`src/urx_pkg.sv`:
```
package urx_pkg;
   // Register byte offsets
   localparam logic [7:0] OFS_MODE_RX   = 8'h00;
   localparam logic [7:0] OFS_MODE_PAIR = 8'h04;
   localparam logic [7:0] OFS_SETUP     = 8'h08;
   localparam logic [7:0] OFS_DATA      = 8'h0C;
   localparam logic [7:0] OFS_STATUS    = 8'h10;
   localparam logic [7:0] OFS_FLAG_CLR  = 8'h14;
   localparam logic [7:0] OFS_START     = 8'h18;
   localparam logic [7:0] OFS_STOP      = 8'h1C;
   localparam logic [7:0] OFS_ENABLED   = 8'h20;
   localparam logic [7:0] OFS_PRESCALE  = 8'h24;
   // Mode register fields
   localparam int MODE_CKS_BIT  = 15;
   localparam int MODE_INV_BIT  = 6;
   localparam int MODE_IRQ_BIT  = 0;
   // Setup register fields
   localparam int SETUP_RXE_BIT = 14;
   localparam int SETUP_EOC_BIT = 10;
   localparam int SETUP_PTC_LSB = 8;
   localparam int SETUP_DIR_BIT = 7;
   localparam int SETUP_DLS_BIT = 0;
   // Status register fields
   localparam int STAT_BFF_BIT  = 5;
   localparam int STAT_FEF_BIT  = 2;
   localparam int STAT_PEF_BIT  = 1;
   localparam int STAT_OVF_BIT  = 0;
   // Start and stop register channel bit
   localparam int CHAN_RX_BIT   = 1;
   // Data register divider field
   localparam int DATA_DIV_LSB  = 9;
   // Reset values
   localparam logic [15:0] MODE_RESET  = 16'h0020;
   localparam logic [15:0] SETUP_RESET = 16'h0087;
   localparam logic [15:0] DIV_RESET   = 16'h0000;
   localparam logic [7:0]  PRS_RESET   = 8'h00;
   // Parity modes
   localparam logic [1:0] PAR_NONE = 2'h0;
   localparam logic [1:0] PAR_ZERO = 2'h1;
   localparam logic [1:0] PAR_EVEN = 2'h2;
   localparam logic [1:0] PAR_ODD  = 2'h3;
   // Timing
   localparam int CLK_PERIOD_PS    = 4000;
   localparam int RXE_SETTLE_CLKS  = 4;
   localparam int STOP_MASK        = 3;
   localparam logic [3:0] PRS_MAX  = 4'hF;
   typedef enum logic [1:0] {
      URX_IDLE  = 2'b00,
      URX_START = 2'b01,
      URX_DATA  = 2'b11,
      URX_STOP  = 2'b10
   } urx_state_t;
endpackage : urx_pkg

```
`src/urx_tick_if.sv`:
```
`timescale 1ns/1ps
interface urx_tick_if;
   logic       cks;
   logic [7:0] prs;
   logic       tick;
   modport src (input cks, input prs, output tick);
   modport dst (output cks, output prs, input tick);
endinterface : urx_tick_if

```
`src/urx_prescaler.sv`:
```
`timescale 1ns/1ps
// Divides the system clock by 2^m and picks output zero or one
module urx_prescaler (
   // Clock and reset
   input  wire logic mclk_i,
   input  wire logic reset_i,
   // Tick carrier
   urx_tick_if.src   tk
);
   logic [15:0] cnt;
   logic [15:0] next_cnt;
   logic [3:0]  m_sel;
   logic [15:0] mask;

   always_comb begin
      next_cnt = cnt + 16'h0001;
      m_sel    = tk.cks ? tk.prs[7:4] : tk.prs[3:0];
      mask     = 16'(({16'h0000, 16'h0001} << m_sel) - 32'h1);
      tk.tick  = ((cnt & mask) == mask);
   end

   always_ff @(posedge mclk_i) begin
      if (reset_i) begin
         cnt <= 16'h0000;
      end else begin
         cnt <= next_cnt;
      end
   end
endmodule : urx_prescaler

```
`src/urx_channel.sv`:
```
`timescale 1ns/1ps
module urx_channel (
   // Clock and reset
   input  wire logic        mclk_i,
   input  wire logic        reset_i,
   // APB slave
   input  wire logic        psel_i,
   input  wire logic        penable_i,
   input  wire logic        pwrite_i,
   input  wire logic [7:0]  paddr_i,
   input  wire logic [31:0] pwdata_i,
   output logic      [31:0] prdata_o,
   output logic             pready_o,
   output logic             pslverr_o,
   // Serial line
   input  wire logic        serial_rx_pin_i,
   // Interrupts
   output logic             rx_done_irq_o,
   output logic             rx_error_irq_o
);
   urx_tick_if tk ();

   // Register state
   logic [15:0] mode_rx, mode_pair, setup, div_reg;
   logic [7:0]  prs, rx_data;
   logic        enabled, bff, fef, pef, ovf;
   logic [15:0] next_mode_rx, next_mode_pair, next_setup, next_div_reg;
   logic [7:0]  next_prs, next_rx_data;
   logic        next_enabled, next_bff, next_fef, next_pef, next_ovf;
   logic [31:0] next_prdata;
   // Receiver state
   urx_pkg::urx_state_t state, next_state;
   logic [6:0]  bcnt, next_bcnt;
   logic [3:0]  nbits, next_nbits;
   logic [7:0]  shreg, next_shreg;
   logic        par_bit, next_par_bit;
   logic        pend_pef, next_pend_pef;
   logic        line_q, next_line_q;
   logic        done_p, next_done_p, err_p, next_err_p;
   // Decoded configuration
   logic        rx_level, wr_acc, rd_acc, eight, lsb_first, half_tick;
   logic [1:0]  ptc;
   logic [6:0]  divk;
   logic [3:0]  data_bits, frame_bits;
   logic        frame_end, set_fef, set_pef, set_ovf;

   function automatic logic hit(input logic [7:0] a, input logic [7:0] ofs);
      hit = (a == ofs);
   endfunction : hit

   urx_prescaler u_prs (
      .mclk_i  (mclk_i),
      .reset_i (reset_i),
      .tk      (tk.src)
   );

   assign tk.cks    = mode_rx[urx_pkg::MODE_CKS_BIT];
   assign tk.prs    = prs;
   assign pready_o  = 1'b1;
   assign pslverr_o = 1'b0;
   assign rx_done_irq_o  = done_p;
   assign rx_error_irq_o = err_p;

   always_comb begin
      wr_acc    = psel_i & penable_i & pwrite_i;
      rd_acc    = psel_i & penable_i & ~pwrite_i;
      rx_level  = serial_rx_pin_i ^ mode_rx[urx_pkg::MODE_INV_BIT];
      eight     = setup[urx_pkg::SETUP_DLS_BIT];
      lsb_first = setup[urx_pkg::SETUP_DIR_BIT];
      ptc       = setup[urx_pkg::SETUP_PTC_LSB +: 2];
      divk      = div_reg[urx_pkg::DATA_DIV_LSB +: 7];
      data_bits = eight ? 4'h8 : 4'h7;
      frame_bits = data_bits + ((ptc != urx_pkg::PAR_NONE) ? 4'h1 : 4'h0);
      // Half a bit lasts divk+1 operation clocks
      half_tick = tk.tick & (bcnt == divk);
   end

   // Receiver
   always_comb begin
      next_state   = state;
      next_bcnt    = bcnt;
      next_nbits   = nbits;
      next_shreg   = shreg;
      next_par_bit = par_bit;
      next_line_q  = rx_level;
      frame_end    = 1'b0;
      set_fef      = 1'b0;
      set_pef      = 1'b0;
      if (tk.tick) begin
         next_bcnt = half_tick ? 7'h00 : 7'(bcnt + 7'h01);
      end
      if (!enabled || !setup[urx_pkg::SETUP_RXE_BIT]) begin
         next_state = urx_pkg::URX_IDLE;
         next_bcnt  = 7'h00;
      end else begin
         unique case (state)
            urx_pkg::URX_IDLE: begin
               next_bcnt = 7'h00;
               if (line_q && !rx_level) begin
                  next_state = urx_pkg::URX_START;
                  next_nbits = 4'h0;
               end
            end
            urx_pkg::URX_START: begin
               // Start level re-checked at its centre; a short glitch falls back to idle
               if (half_tick) begin
                  next_state = rx_level ? urx_pkg::URX_IDLE : urx_pkg::URX_DATA;
                  next_par_bit = 1'b0;
               end
            end
            urx_pkg::URX_DATA: begin
               // Two half bits make a full bit; latch on odd half
               if (half_tick) begin
                  next_par_bit = ~par_bit;
                  if (par_bit) begin
                     next_par_bit = 1'b0;
                     next_nbits = 4'(nbits + 4'h1);
                     if (nbits < data_bits) begin
                        if (lsb_first) begin
                           next_shreg = eight ? {rx_level, shreg[7:1]} : {1'b0, rx_level, shreg[6:1]};
                        end else begin
                           next_shreg = eight ? {shreg[6:0], rx_level} : {1'b0, shreg[5:0], rx_level};
                        end
                     end else begin
                        unique case (ptc)
                           urx_pkg::PAR_EVEN: set_pef = rx_level ^ (^shreg);
                           urx_pkg::PAR_ODD:  set_pef = ~(rx_level ^ (^shreg));
                           default:           set_pef = 1'b0;
                        endcase
                     end
                     if (4'(nbits + 4'h1) == frame_bits) begin
                        next_state = urx_pkg::URX_STOP;
                     end
                  end
               end
            end
            urx_pkg::URX_STOP: begin
               if (half_tick) begin
                  next_par_bit = ~par_bit;
                  if (par_bit) begin
                     frame_end  = 1'b1;
                     set_fef    = ~rx_level;
                     next_state = urx_pkg::URX_IDLE;
                  end
               end
            end
         endcase
      end
   end

   // Register file
   always_comb begin
      next_mode_rx   = mode_rx;
      next_mode_pair = mode_pair;
      next_setup     = setup;
      next_div_reg   = div_reg;
      next_prs       = prs;
      next_enabled   = enabled;
      next_rx_data   = rx_data;
      next_bff       = bff;
      next_fef       = fef;
      next_pef       = pef;
      next_ovf       = ovf;
      next_prdata    = 32'h0000_0000;
      set_ovf        = frame_end & bff & ~(rd_acc & hit(paddr_i, urx_pkg::OFS_DATA));
      if (wr_acc) begin
         if (hit(paddr_i, urx_pkg::OFS_MODE_RX))   next_mode_rx   = pwdata_i[15:0];
         if (hit(paddr_i, urx_pkg::OFS_MODE_PAIR)) next_mode_pair = pwdata_i[15:0];
         if (hit(paddr_i, urx_pkg::OFS_SETUP))     next_setup     = pwdata_i[15:0];
         if (hit(paddr_i, urx_pkg::OFS_DATA))      next_div_reg   = {pwdata_i[15:9], 9'h000};
         if (hit(paddr_i, urx_pkg::OFS_PRESCALE))  next_prs       = pwdata_i[7:0];
         if (hit(paddr_i, urx_pkg::OFS_START) && pwdata_i[urx_pkg::CHAN_RX_BIT]) next_enabled = 1'b1;
         if (hit(paddr_i, urx_pkg::OFS_STOP) && pwdata_i[urx_pkg::CHAN_RX_BIT])  next_enabled = 1'b0;
         if (hit(paddr_i, urx_pkg::OFS_FLAG_CLR)) begin
            if (pwdata_i[urx_pkg::STAT_FEF_BIT]) next_fef = 1'b0;
            if (pwdata_i[urx_pkg::STAT_PEF_BIT]) next_pef = 1'b0;
            if (pwdata_i[urx_pkg::STAT_OVF_BIT]) next_ovf = 1'b0;
         end
      end
      if (rd_acc && hit(paddr_i, urx_pkg::OFS_DATA)) next_bff = 1'b0;
      if (frame_end) begin
         next_rx_data = shreg;
         next_bff     = 1'b1;
      end
      if (set_fef) next_fef = 1'b1;
      // Parity error seen mid-frame is reported when the frame ends; set beats clear
      if (pend_pef && frame_end) next_pef = 1'b1;
      if (set_ovf) next_ovf = 1'b1;
      if (psel_i && !pwrite_i) begin
         if (hit(paddr_i, urx_pkg::OFS_MODE_RX))   next_prdata = {16'h0000, mode_rx};
         if (hit(paddr_i, urx_pkg::OFS_MODE_PAIR)) next_prdata = {16'h0000, mode_pair};
         if (hit(paddr_i, urx_pkg::OFS_SETUP))     next_prdata = {16'h0000, setup};
         if (hit(paddr_i, urx_pkg::OFS_DATA))      next_prdata = {16'h0000, div_reg[15:9], 1'b0, rx_data};
         if (hit(paddr_i, urx_pkg::OFS_PRESCALE))  next_prdata = {24'h000000, prs};
         if (hit(paddr_i, urx_pkg::OFS_ENABLED))   next_prdata = {30'h0, enabled, 1'b0};
         if (hit(paddr_i, urx_pkg::OFS_STATUS))
            next_prdata = {26'h0, bff, 2'b00, fef, pef, ovf};
      end
   end

   // Pending parity error held until the frame ends
   always_comb begin
      next_pend_pef = pend_pef;
      if (state == urx_pkg::URX_IDLE) next_pend_pef = 1'b0;
      if (set_pef) next_pend_pef = 1'b1;
      next_done_p = frame_end;
      next_err_p  = (set_fef | pend_pef | set_ovf) & frame_end
                    & setup[urx_pkg::SETUP_EOC_BIT];
   end

   always_ff @(posedge mclk_i) begin
      if (reset_i) begin
         mode_rx   <= urx_pkg::MODE_RESET;
         mode_pair <= urx_pkg::MODE_RESET;
         setup     <= urx_pkg::SETUP_RESET;
         div_reg   <= urx_pkg::DIV_RESET;
         prs       <= urx_pkg::PRS_RESET;
         enabled   <= 1'b0;
         rx_data   <= 8'h00;
         bff       <= 1'b0;
         fef       <= 1'b0;
         pef       <= 1'b0;
         ovf       <= 1'b0;
         prdata_o  <= 32'h0000_0000;
         state     <= urx_pkg::URX_IDLE;
         bcnt      <= 7'h00;
         nbits     <= 4'h0;
         shreg     <= 8'h00;
         par_bit   <= 1'b0;
         line_q    <= 1'b1;
         done_p    <= 1'b0;
         err_p     <= 1'b0;
         pend_pef  <= 1'b0;
      end else begin
         mode_rx   <= next_mode_rx;
         mode_pair <= next_mode_pair;
         setup     <= next_setup;
         div_reg   <= next_div_reg;
         prs       <= next_prs;
         enabled   <= next_enabled;
         rx_data   <= next_rx_data;
         bff       <= next_bff;
         fef       <= next_fef;
         pef       <= next_pef;
         ovf       <= next_ovf;
         prdata_o  <= next_prdata;
         state     <= next_state;
         bcnt      <= next_bcnt;
         nbits     <= next_nbits;
         shreg     <= next_shreg;
         par_bit   <= next_par_bit;
         line_q    <= next_line_q;
         done_p    <= next_done_p;
         err_p     <= next_err_p;
         pend_pef  <= next_pend_pef;
      end
   end
endmodule : urx_channel

```
`config.mk`:
```
export PLATFORM = sky130hd
export DESIGN_NAME = urx_channel
export DESIGN_NICKNAME = d
export VERILOG_FILES = /design/src/urx_pkg.sv /design/src/urx_tick_if.sv /design/src/urx_prescaler.sv /design/src/urx_channel.sv
export SDC_FILE = /design/constraint.sdc
export NUM_CORES = 1
export LEC_CHECK = 0
export BUFFER_PORTS_ARGS = -buffer_cell sky130_fd_sc_hd__buf_2
export CELL_PAD_IN_SITES_DETAIL_PLACEMENT = 0
export CELL_PAD_IN_SITES_GLOBAL_PLACEMENT = 1
export CORE_MARGIN = 5
export CORE_UTILIZATION = 36
export CTS_BUF_LIST = sky130_fd_sc_hd__clkbuf_4 sky130_fd_sc_hd__clkbuf_8
export DETAILED_ROUTE_END_ITERATION = 10
export PLACE_DENSITY_LB_ADDON = 0.25
export SKIP_LAST_GASP = 1
export SYNTH_ARGS = -nofsm -noshare
export SYNTH_HDL_FRONTEND = slang
export SYNTH_HIERARCHICAL = 1
export SYNTH_SLANG_ARGS = --single-unit
```
`constraint.sdc`:
```
create_clock -name mclk_i -period 11.5 [get_ports mclk_i]
set_clock_uncertainty 0.2 [all_clocks]
set_input_delay 1.15 -clock mclk_i [delete_from_list [all_inputs] [get_ports mclk_i]]
set_output_delay 1.15 -clock mclk_i [all_outputs]
set_load 0.02 [all_outputs]
```
==> results of run 1 <==
==> per-layer routing <==
layer | global-route usage [%] | part of all wire (%)
met5 | 0 | 0
met3 | 3.709 | 5.2
met4 | 5.545 | 1.9
met2 | 28.19 | 47
met1 | 22.50 | 45
==> power groups by stage <==
stage               combinational [mW]  sequential, mW  clock [mW]
floorplan                       0.0309           0.473           0
global placement                0.0435           0.474           0
detailed placement              0.0439           0.474           0
CTS                             0.0443           0.463       0.401
global route                    0.0481           0.463       0.423
finish                          0.0442           0.463       0.392
==> metrics by stage <==
| step | power, mW | hold slack [ns] | instances | utilization, % | setup slack (ns) |
|---|---|---|---|---|---|
| after global routing | 0.9339 | 0.2708 | 1075 | 40.19 | 5.043 |
| after detailed placement | 0.5174 | 0.2463 | 1043 | 38.07 | 5.530 |
| after floorplan | 0.5040 | 0.2313 | 815 | - | 7.343 |
| after CTS | 0.9077 | 0.2559 | 1075 | 40.19 | 5.535 |
| after global placement | 0.5170 | 0.2384 | 1043 | 38.07 | 5.714 |
| final | 0.8989 | 0.2539 | 1075 | 40.19 | 5.483 |
==> cells in the mapped netlist (3+ instances only) <==
cell and instances:
a211o_1 3, a211oi_1 4, a21oi_1 50, a22oi_1 15, a32oi_1 6, and2_1 9
and3_1 8, buf_2 11, buf_4 19, clkbuf_1 20, dfxtp_1 133, ha_1 13
inv_1 8, mux2_2 12, mux2i_1 57, nand2_1 99, nand2b_1 11, nand3_1 18
nand3b_1 8, nand4_1 3, nor2_1 116, nor2b_1 5, nor3_1 17, nor3b_1 3
nor4_1 4, o21a_1 4, o21ai_0 30, o22ai_1 9, or3_1 10, or3b_2 3
xnor2_1 13, xor2_1 22
==> layout make-up <==
type / count / area [um^2] / area share (%)
well taps: 234 / 292.8 / 3.908
clock buffers: 23 / 291.5 / 3.891
multi-input cells: 617 / 3845 / 51.32
flip-flops and latches: 133 / 2663 / 35.54
inverters: 8 / 30.03 / 0.4008
repair buffers: 51 / 267.8 / 3.574
clock inverters: 9 / 102.6 / 1.369
==> cell families after synthesis <==
logic type / after synthesis / share of synthesized area (%)
simple gates: 333 / 23.51
compound gates: 146 / 13.97
flops: 133 / 39.12
mux: 71 / 10.79
buf+inv: 65 / 5.368
xor+xnor: 36 / 4.743
fa+ha+maj: 13 / 2.390
other cells: 2 / 0.1103
==> worst min-delay path, stage by stage (launching register included) <==
cell and delay (ns):
dfxtp_1 0.31, nand2_1 0.05, a21oi_1 0.05
==> path summary, 6_finish.rpt <==
path                       startpoint  slack, ns                      end
max reg2reg  mode_rx[15]$_SDFFE_PP0P_       5.48  rx_data[2]$_SDFFE_PP0N_
min reg2reg    setup[11]$_SDFFE_PP0P_       0.25   setup[11]$_SDFFE_PP0P_
max          mode_rx[15]$_SDFFE_PP0P_       5.48  rx_data[2]$_SDFFE_PP0N_
min            setup[11]$_SDFFE_PP0P_       0.25   setup[11]$_SDFFE_PP0P_
==> impl_metrics.prom, run 1 <==
# TYPE chip_impl_metric gauge
chip_impl_info{name="run_status",value="finished, final reports clean"} 1
chip_impl_metric{name="die_w",unit="um"} 147.5
chip_impl_metric{name="slew_violations",unit=""} 0
chip_impl_info{name="netlist_top_cells_area",value="dfxtp_1, mux2i_1, nor2_1"} 1
chip_impl_info{name="root_buffer",value="clkbuf_8"} 1
chip_impl_metric{name="switching_share",unit="%"} 23.77
chip_impl_metric{name="critical_path_required",unit="ns"} 11.61
chip_impl_metric{name="setup_tns",unit="ns"} 0
chip_impl_metric{name="clock_power_share",unit="%"} 43.6
chip_impl_metric{name="worstHoldPathCells",unit=""} 2
chip_impl_metric{name="path_depth",unit=""} 14
chip_impl_metric{name="worstPathBufferInverterCount",unit=""} 0
chip_impl_metric{name="port-buffer-count",unit=""} 47
chip_impl_metric{name="postRouteWirelength",unit="mm"} 18.49
chip_impl_metric{name="timing.critical_path.arrival",unit="ns"} 6.13
chip_impl_metric{name="synth-seq-area-share",unit="%"} 39.12
chip_impl_metric{name="synth.avg_cell_area",unit="um^2"} 8.519
chip_impl_metric{name="fmax",unit="MHz"} 166.2
chip_impl_metric{name="intPower",unit="mW"} 0.6853
chip_impl_metric{name="grt_util_all_layers",unit="%"} 17.16
chip_impl_metric{name="pwr_density_cell",unit="nW/um^2"} 120.0
chip_impl_metric{name="cts_resized",unit=""} 0
chip_impl_metric{name="netlist_instances",unit=""} 799
chip_impl_info{name="grt_setup_unrepaired",value="no"} 1
chip_impl_info{name="setup.worst_path.class",value="reg2reg"} 1
chip_impl_metric{name="power_leakage",unit="nW"} 2.971
chip_impl_info{name="path_common_cell",value="nor2_1"} 1
chip_impl_metric{name="timing.reg2reg.worst_path_depth",unit=""} 14
chip_impl_metric{name="ys_async_sr_fraction",unit="%"} 0
chip_impl_metric{name="post_cts_hold_buffer_count",unit=""} 0
chip_impl_metric{name="yosys_warnings",unit=""} 6
chip_impl_info{name="cp-start-kind",value="flop"} 1
chip_impl_metric{name="clock_sinks",unit=""} 133
chip_impl_metric{name="dr.pass1.iters",unit=""} 5
chip_impl_metric{name="cts_max_level",unit=""} 4
chip_impl_metric{name="worst-slew-pin-transition",unit="ns"} 1.091
chip_impl_metric{name="n_diodes",unit=""} 0
chip_impl_metric{name="grt_max_degree",unit=""} 84
chip_impl_metric{name="synth.ff_latch_count",unit=""} 133
chip_impl_metric{name="place_congestion",unit=""} 0.8542
chip_impl_metric{name="power.switching",unit="mW"} 0.2137
chip_impl_metric{name="seq_power_share",unit="%"} 51.5
chip_impl_metric{name="effective_utilization_at_floorplan",unit="%"} 36.51
chip_impl_metric{name="core_area",unit="um^2"} 18640
chip_impl_metric{name="num_vias",unit=""} 5697
chip_impl_metric{name="chipHeight",unit="um"} 147.5
chip_impl_metric{name="combPwrFrac",unit="%"} 4.9
chip_impl_metric{name="cpPeakStageDelay",unit="ns"} 0.92
chip_impl_metric{name="grt_pass1_wl",unit="mm"} 29.83
chip_impl_metric{name="wl_per_cell",unit="um"} 17.20
chip_impl_metric{name="final_nets",unit=""} 887
chip_impl_metric{name="post_synth_instance_area",unit="um^2"} 6807
chip_impl_metric{name="drt_drc_violations_left",unit=""} 0
chip_impl_info{name="critical_path.top_delay_family",value="simple AND/OR/NAND/NOR gates"} 1
chip_impl_metric{name="viasPerCell",unit=""} 5.300
chip_impl_metric{name="numCtsBuffers",unit=""} 17
chip_impl_metric{name="detail_route.iter0.violations",unit=""} 356
chip_impl_metric{name="nFillCells",unit=""} 1881
chip_impl_metric{name="post-cts-setup-buffers",unit=""} 0
chip_impl_metric{name="fin_crit",unit="ns"} 6.017
chip_impl_metric{name="synth_top_area_share",unit="%"} 39.12
chip_impl_metric{name="grt_overflow_total",unit=""} 0
chip_impl_metric{name="clock_latency",unit="ns"} 0.45
chip_impl_metric{name="crit_fanout",unit=""} 24
chip_impl_info{name="hp-class",value="reg2reg"} 1
chip_impl_info{name="layout.cells.most_common",value="dfxtp_1"} 1
chip_impl_metric{name="setup_violations",unit=""} 0
chip_impl_metric{name="report.final.hold_viol_count",unit=""} 0
chip_impl_metric{name="clock_path_buffers",unit=""} 2
chip_impl_info{name="critical-path-slowest-cell",value="dfxtp_1"} 1
chip_impl_metric{name="synth.distinct_cells",unit=""} 75
chip_impl_metric{name="path_clk_slew",unit="ns"} 0.07
chip_impl_info{name="synthDominantAreaCellType",value="dfxtp_1"} 1
chip_impl_metric{name="antenna_violating_nets_left",unit=""} 0
chip_impl_info{name="dominantRegCellSynth",value="dfxtp_1"} 1
chip_impl_info{name="tritoncts",value="yes"} 1
chip_impl_metric{name="fp.dieArea",unit="um^2"} 21760
chip_impl_metric{name="layout-drive-gt1-share",unit="%"} 14.15
chip_impl_metric{name="count_of_flip_flops_with_a_built_in_enable_after_synthesis",unit=""} 0
chip_impl_metric{name="ios",unit=""} 82
chip_impl_info{name="crit_path_end_kind",value="flop"} 1
chip_impl_metric{name="finalCritPeriodShare",unit="%"} 52.32
chip_impl_metric{name="first_global_vias",unit=""} 5561
chip_impl_info{name="final_cell_mix",value="dfxtp_1, nor2_1, nand2_1"} 1
chip_impl_metric{name="initial_antenna_violation_count",unit=""} 0
chip_impl_metric{name="max-cap-violations",unit=""} 0
chip_impl_metric{name="hpwl_dp",unit="mm"} 13.14
chip_impl_metric{name="peak_vdd_ir",unit="mV"} 0.06309
chip_impl_metric{name="placement_rows",unit=""} 50
chip_impl_metric{name="maxSlewHeadroom",unit="%"} 26.99
chip_impl_metric{name="area.growth.synth_to_final",unit="%"} 10.07
chip_impl_metric{name="placed_cell_areas",unit="um^2"} 7098
chip_impl_metric{name="finish.instance_area",unit="um^2"} 7492
chip_impl_info{name="critical_path.cell_chain",value="mux2i_1 -> nor2_1 -> nand2_1 -> ha_1 -> nand2b_1 -> o21ai_0 -> a2111oi_1 -> nand3_1 -> a2111oi_2 -> and4_1 -> nand3_2 -> nor2_1 -> mux2i_1 -> nor2_1"} 1
Power figures use the tool's default switching activity.
==> run 2, diff against run 1 <==
==> constraint.sdc (replaced) <==
create_clock -name mclk_i -period 4.9 [get_ports mclk_i]
set_clock_uncertainty 0.2 [all_clocks]
set_input_delay 0.49 -clock mclk_i [delete_from_list [all_inputs] [get_ports mclk_i]]
set_output_delay 0.49 -clock mclk_i [all_outputs]
set_load 0.02 [all_outputs]
==> run 2 against run 1 <==
Against the previous run: final area up 1.4%; sequential cell count unchanged; worst setup slack worse by 5.0 ns; register-to-register slack worse by 5.0 ns; critical endpoint is now state[0]$_SDFFE_PP0P_.
==> impl_metrics.prom, run 2 (synthesis gave the netlist of run 1 again) <==
# TYPE chip_impl_metric gauge
chip_impl_info{name="run_status",value="finished, final reports clean"} 1
chip_impl_info{name="tritoncts",value="yes"} 1
chip_impl_info{name="setup.worst_path.class",value="reg2reg"} 1
chip_impl_metric{name="wl_per_cell",unit="um"} 17.11
chip_impl_metric{name="setup_slack_of_the_most_critical_reg_to_reg_path",unit="ns"} 0.46
chip_impl_metric{name="first_global_vias",unit=""} 5612
chip_impl_metric{name="finalCritPeriodShare",unit="%"} 90.71
chip_impl_info{name="final_cell_mix",value="dfxtp_1, nor2_1, nand2_1"} 1
chip_impl_info{name="critical_path.top_delay_family",value="simple AND/OR/NAND/NOR gates"} 1
chip_impl_metric{name="finish.cell_count_without_fillers",unit=""} 1087
chip_impl_metric{name="slew_violations",unit=""} 0
chip_impl_metric{name="cpPeakStageDelay",unit="ns"} 0.53
chip_impl_metric{name="area.growth.synth_to_final",unit="%"} 11.65
chip_impl_info{name="layout.cells.most_common",value="dfxtp_1"} 1
chip_impl_metric{name="clock_path_buffers",unit=""} 2
chip_impl_metric{name="pwr_density_cell",unit="nW/um^2"} 277.4
chip_impl_metric{name="grt_max_degree",unit=""} 60
chip_impl_metric{name="core_area",unit="um^2"} 18640
chip_impl_metric{name="worst-slew-pin-transition",unit="ns"} 0.8267
chip_impl_metric{name="grt_overflow_total",unit=""} 0
chip_impl_info{name="hp-class",value="in2reg"} 1
chip_impl_metric{name="worstHoldPathCells",unit=""} 3
chip_impl_metric{name="place_congestion",unit=""} 0.8631
chip_impl_metric{name="setup_violations",unit=""} 0
chip_impl_info{name="crit_path_end_kind",value="flop"} 1
chip_impl_metric{name="pre_cts_ws",unit="ns"} 0.1372
chip_impl_metric{name="final_nets",unit=""} 899
chip_impl_metric{name="setup_slack",unit="ns"} 0.4550
chip_impl_metric{name="grt_pass1_wl",unit="mm"} 29.84
chip_impl_metric{name="post_cts_hold_buffer_count",unit=""} 0
chip_impl_metric{name="crit_fanout",unit=""} 12
chip_impl_info{name="min_from",value="pwdata_i[13]"} 1
chip_impl_metric{name="effective_utilization_at_floorplan",unit="%"} 36.51
chip_impl_info{name="grt_setup_unrepaired",value="no"} 1
chip_impl_info{name="critical_path.reg2reg.startpoint",value="prs[1]$_SDFFE_PP0P_"} 1
chip_impl_metric{name="layout-drive-gt1-share",unit="%"} 15.59
chip_impl_metric{name="n_diodes",unit=""} 0
chip_impl_metric{name="viasPerCell",unit=""} 5.268
chip_impl_metric{name="cts_max_level",unit=""} 4
chip_impl_metric{name="ios",unit=""} 82
chip_impl_info{name="critical-path-slowest-cell",value="dfxtp_1"} 1
chip_impl_metric{name="worstPathBufferInverterCount",unit=""} 0
chip_impl_info{name="critical_path.cell_chain",value="mux2_2 -> nor2_1 -> nand2_1 -> ha_1 -> and2b_1 -> a22oi_1 -> nor3_1 -> or3_1 -> a2111oi_4 -> and4_1 -> and2_1 -> o2111ai_1 -> a21o_1 -> a2111oi_2"} 1
chip_impl_metric{name="detail_route.iter0.violations",unit=""} 330
chip_impl_metric{name="maxSlewHeadroom",unit="%"} 44.38
chip_impl_metric{name="fin_crit",unit="ns"} 4.445
chip_impl_metric{name="fmax",unit="MHz"} 225.0
chip_impl_metric{name="fp.dieArea",unit="um^2"} 21760
chip_impl_metric{name="path_clk_slew",unit="ns"} 0.08
chip_impl_metric{name="finalHoldWorstSlack",unit="ns"} 0.1227
chip_impl_metric{name="hpwl_dp",unit="mm"} 13.55
chip_impl_metric{name="peak_vdd_ir",unit="mV"} 0.1453
chip_impl_info{name="cp-start-kind",value="flop"} 1
chip_impl_metric{name="dr.pass1.iters",unit=""} 5
chip_impl_metric{name="postRouteWirelength",unit="mm"} 18.60
chip_impl_metric{name="antenna_violating_nets_left",unit=""} 0
chip_impl_metric{name="power_leakage",unit="nW"} 3.039
chip_impl_metric{name="chipHeight",unit="um"} 147.5
chip_impl_metric{name="die_w",unit="um"} 147.5
chip_impl_metric{name="dpl.cell_count",unit=""} 1055
chip_impl_info{name="min_to",value="setup[13]$_SDFFE_PP0P_"} 1
chip_impl_metric{name="critical_path_required",unit="ns"} 5.03
chip_impl_metric{name="port-buffer-count",unit=""} 47
chip_impl_metric{name="max-cap-violations",unit=""} 0
chip_impl_metric{name="report.final.hold_viol_count",unit=""} 0
chip_impl_metric{name="clock_sinks",unit=""} 133
chip_impl_metric{name="setup_tns",unit="ns"} 0
chip_impl_metric{name="num_vias",unit=""} 5726
chip_impl_metric{name="timing.reg2reg.worst_path_depth",unit=""} 14
chip_impl_metric{name="clock_latency",unit="ns"} 0.44
chip_impl_metric{name="timing.critical_path.arrival",unit="ns"} 4.58
chip_impl_metric{name="numCtsBuffers",unit=""} 17
chip_impl_metric{name="initial_antenna_violation_count",unit=""} 0
chip_impl_info{name="root_buffer",value="clkbuf_8"} 1
chip_impl_metric{name="placement_rows",unit=""} 50
chip_impl_metric{name="grt_util_all_layers",unit="%"} 17.10
chip_impl_info{name="timing.rr.end",value="state[0]$_SDFFE_PP0P_"} 1
chip_impl_metric{name="drt_drc_violations_left",unit=""} 0
## run 2: repair_timing
action	CTS	global route
endpoints found under the setup margin	0	9
hold endpoints to repair	0	0
gates resized for setup	0	3
buffers inserted	0	0
## run 2: worst max-delay path by stage
stage	startpoint	end	slack, ns	depth (start not counted)
2_1_floorplan	mode_rx[15]$_SDFFE_PP0P_	shreg[1]$_SDFFE_PP0P_	0.74	15
3_3_place_gp	mode_rx[15]$_SDFFE_PP0P_	shreg[7]$_SDFFE_PP0P_	0.23	14
3_5_place_dp	mode_rx[15]$_SDFFE_PP0P_	shreg[2]$_SDFFE_PP0P_	0.14	14
4_1_cts	mode_rx[15]$_SDFFE_PP0P_	shreg[2]$_SDFFE_PP0P_	0.10	14
5_1_grt	prs[1]$_SDFFE_PP0P_	state[0]$_SDFFE_PP0P_	0.11	14
6_report	prs[1]$_SDFFE_PP0P_	state[0]$_SDFFE_PP0P_	0.46	14
## run 2: final cells by class
cell class	instances	area (um^2)
fill	1894	11040
inverter	8	30.03
clock inverter	9	102.6
clock buffer	23	291.5
timing repair buffer	63	357.8
multi-input combinational	617	3861
sequential	133	2664
tap	234	292.8
## run 2: power by group
group          switching (mW)  leakage [nW]  internal (mW)
Sequential            0.00348          1.07           1.08
Clock                   0.419         0.199          0.498
Combinational          0.0764          1.77         0.0287
Total                   0.498          3.04           1.61
## run 2: metrics by stage
step / total power [mW] / instance area, um^2 / util (%)
floorplan: 1.183 / 6867 / -
finish: 2.108 / 7600 / 40.77
global route: 2.178 / 7600 / 40.77
global placement: 1.214 / 7188 / 38.56
detailed placement: 1.215 / 7188 / 38.56
CTS: 2.128 / 7582 / 40.67
## run 2: layer usage
layer	up-vias	GRT usage (%)	wire, um
li1	2831	-	-
met5	-	0	0
met1	2750	21.92	8373
met4	0	5.033	234
met3	19	3.863	879
met2	126	28.84	9114
## run 2: tightest hold or removal path: cells and delay by family
family / cells / cell delay (ns)
AND/OR/NAND/NOR: 1 / 0.05
AO/OA/AOI/OAI: 1 / 0.05
buffers and inverters: 1 / 0.12
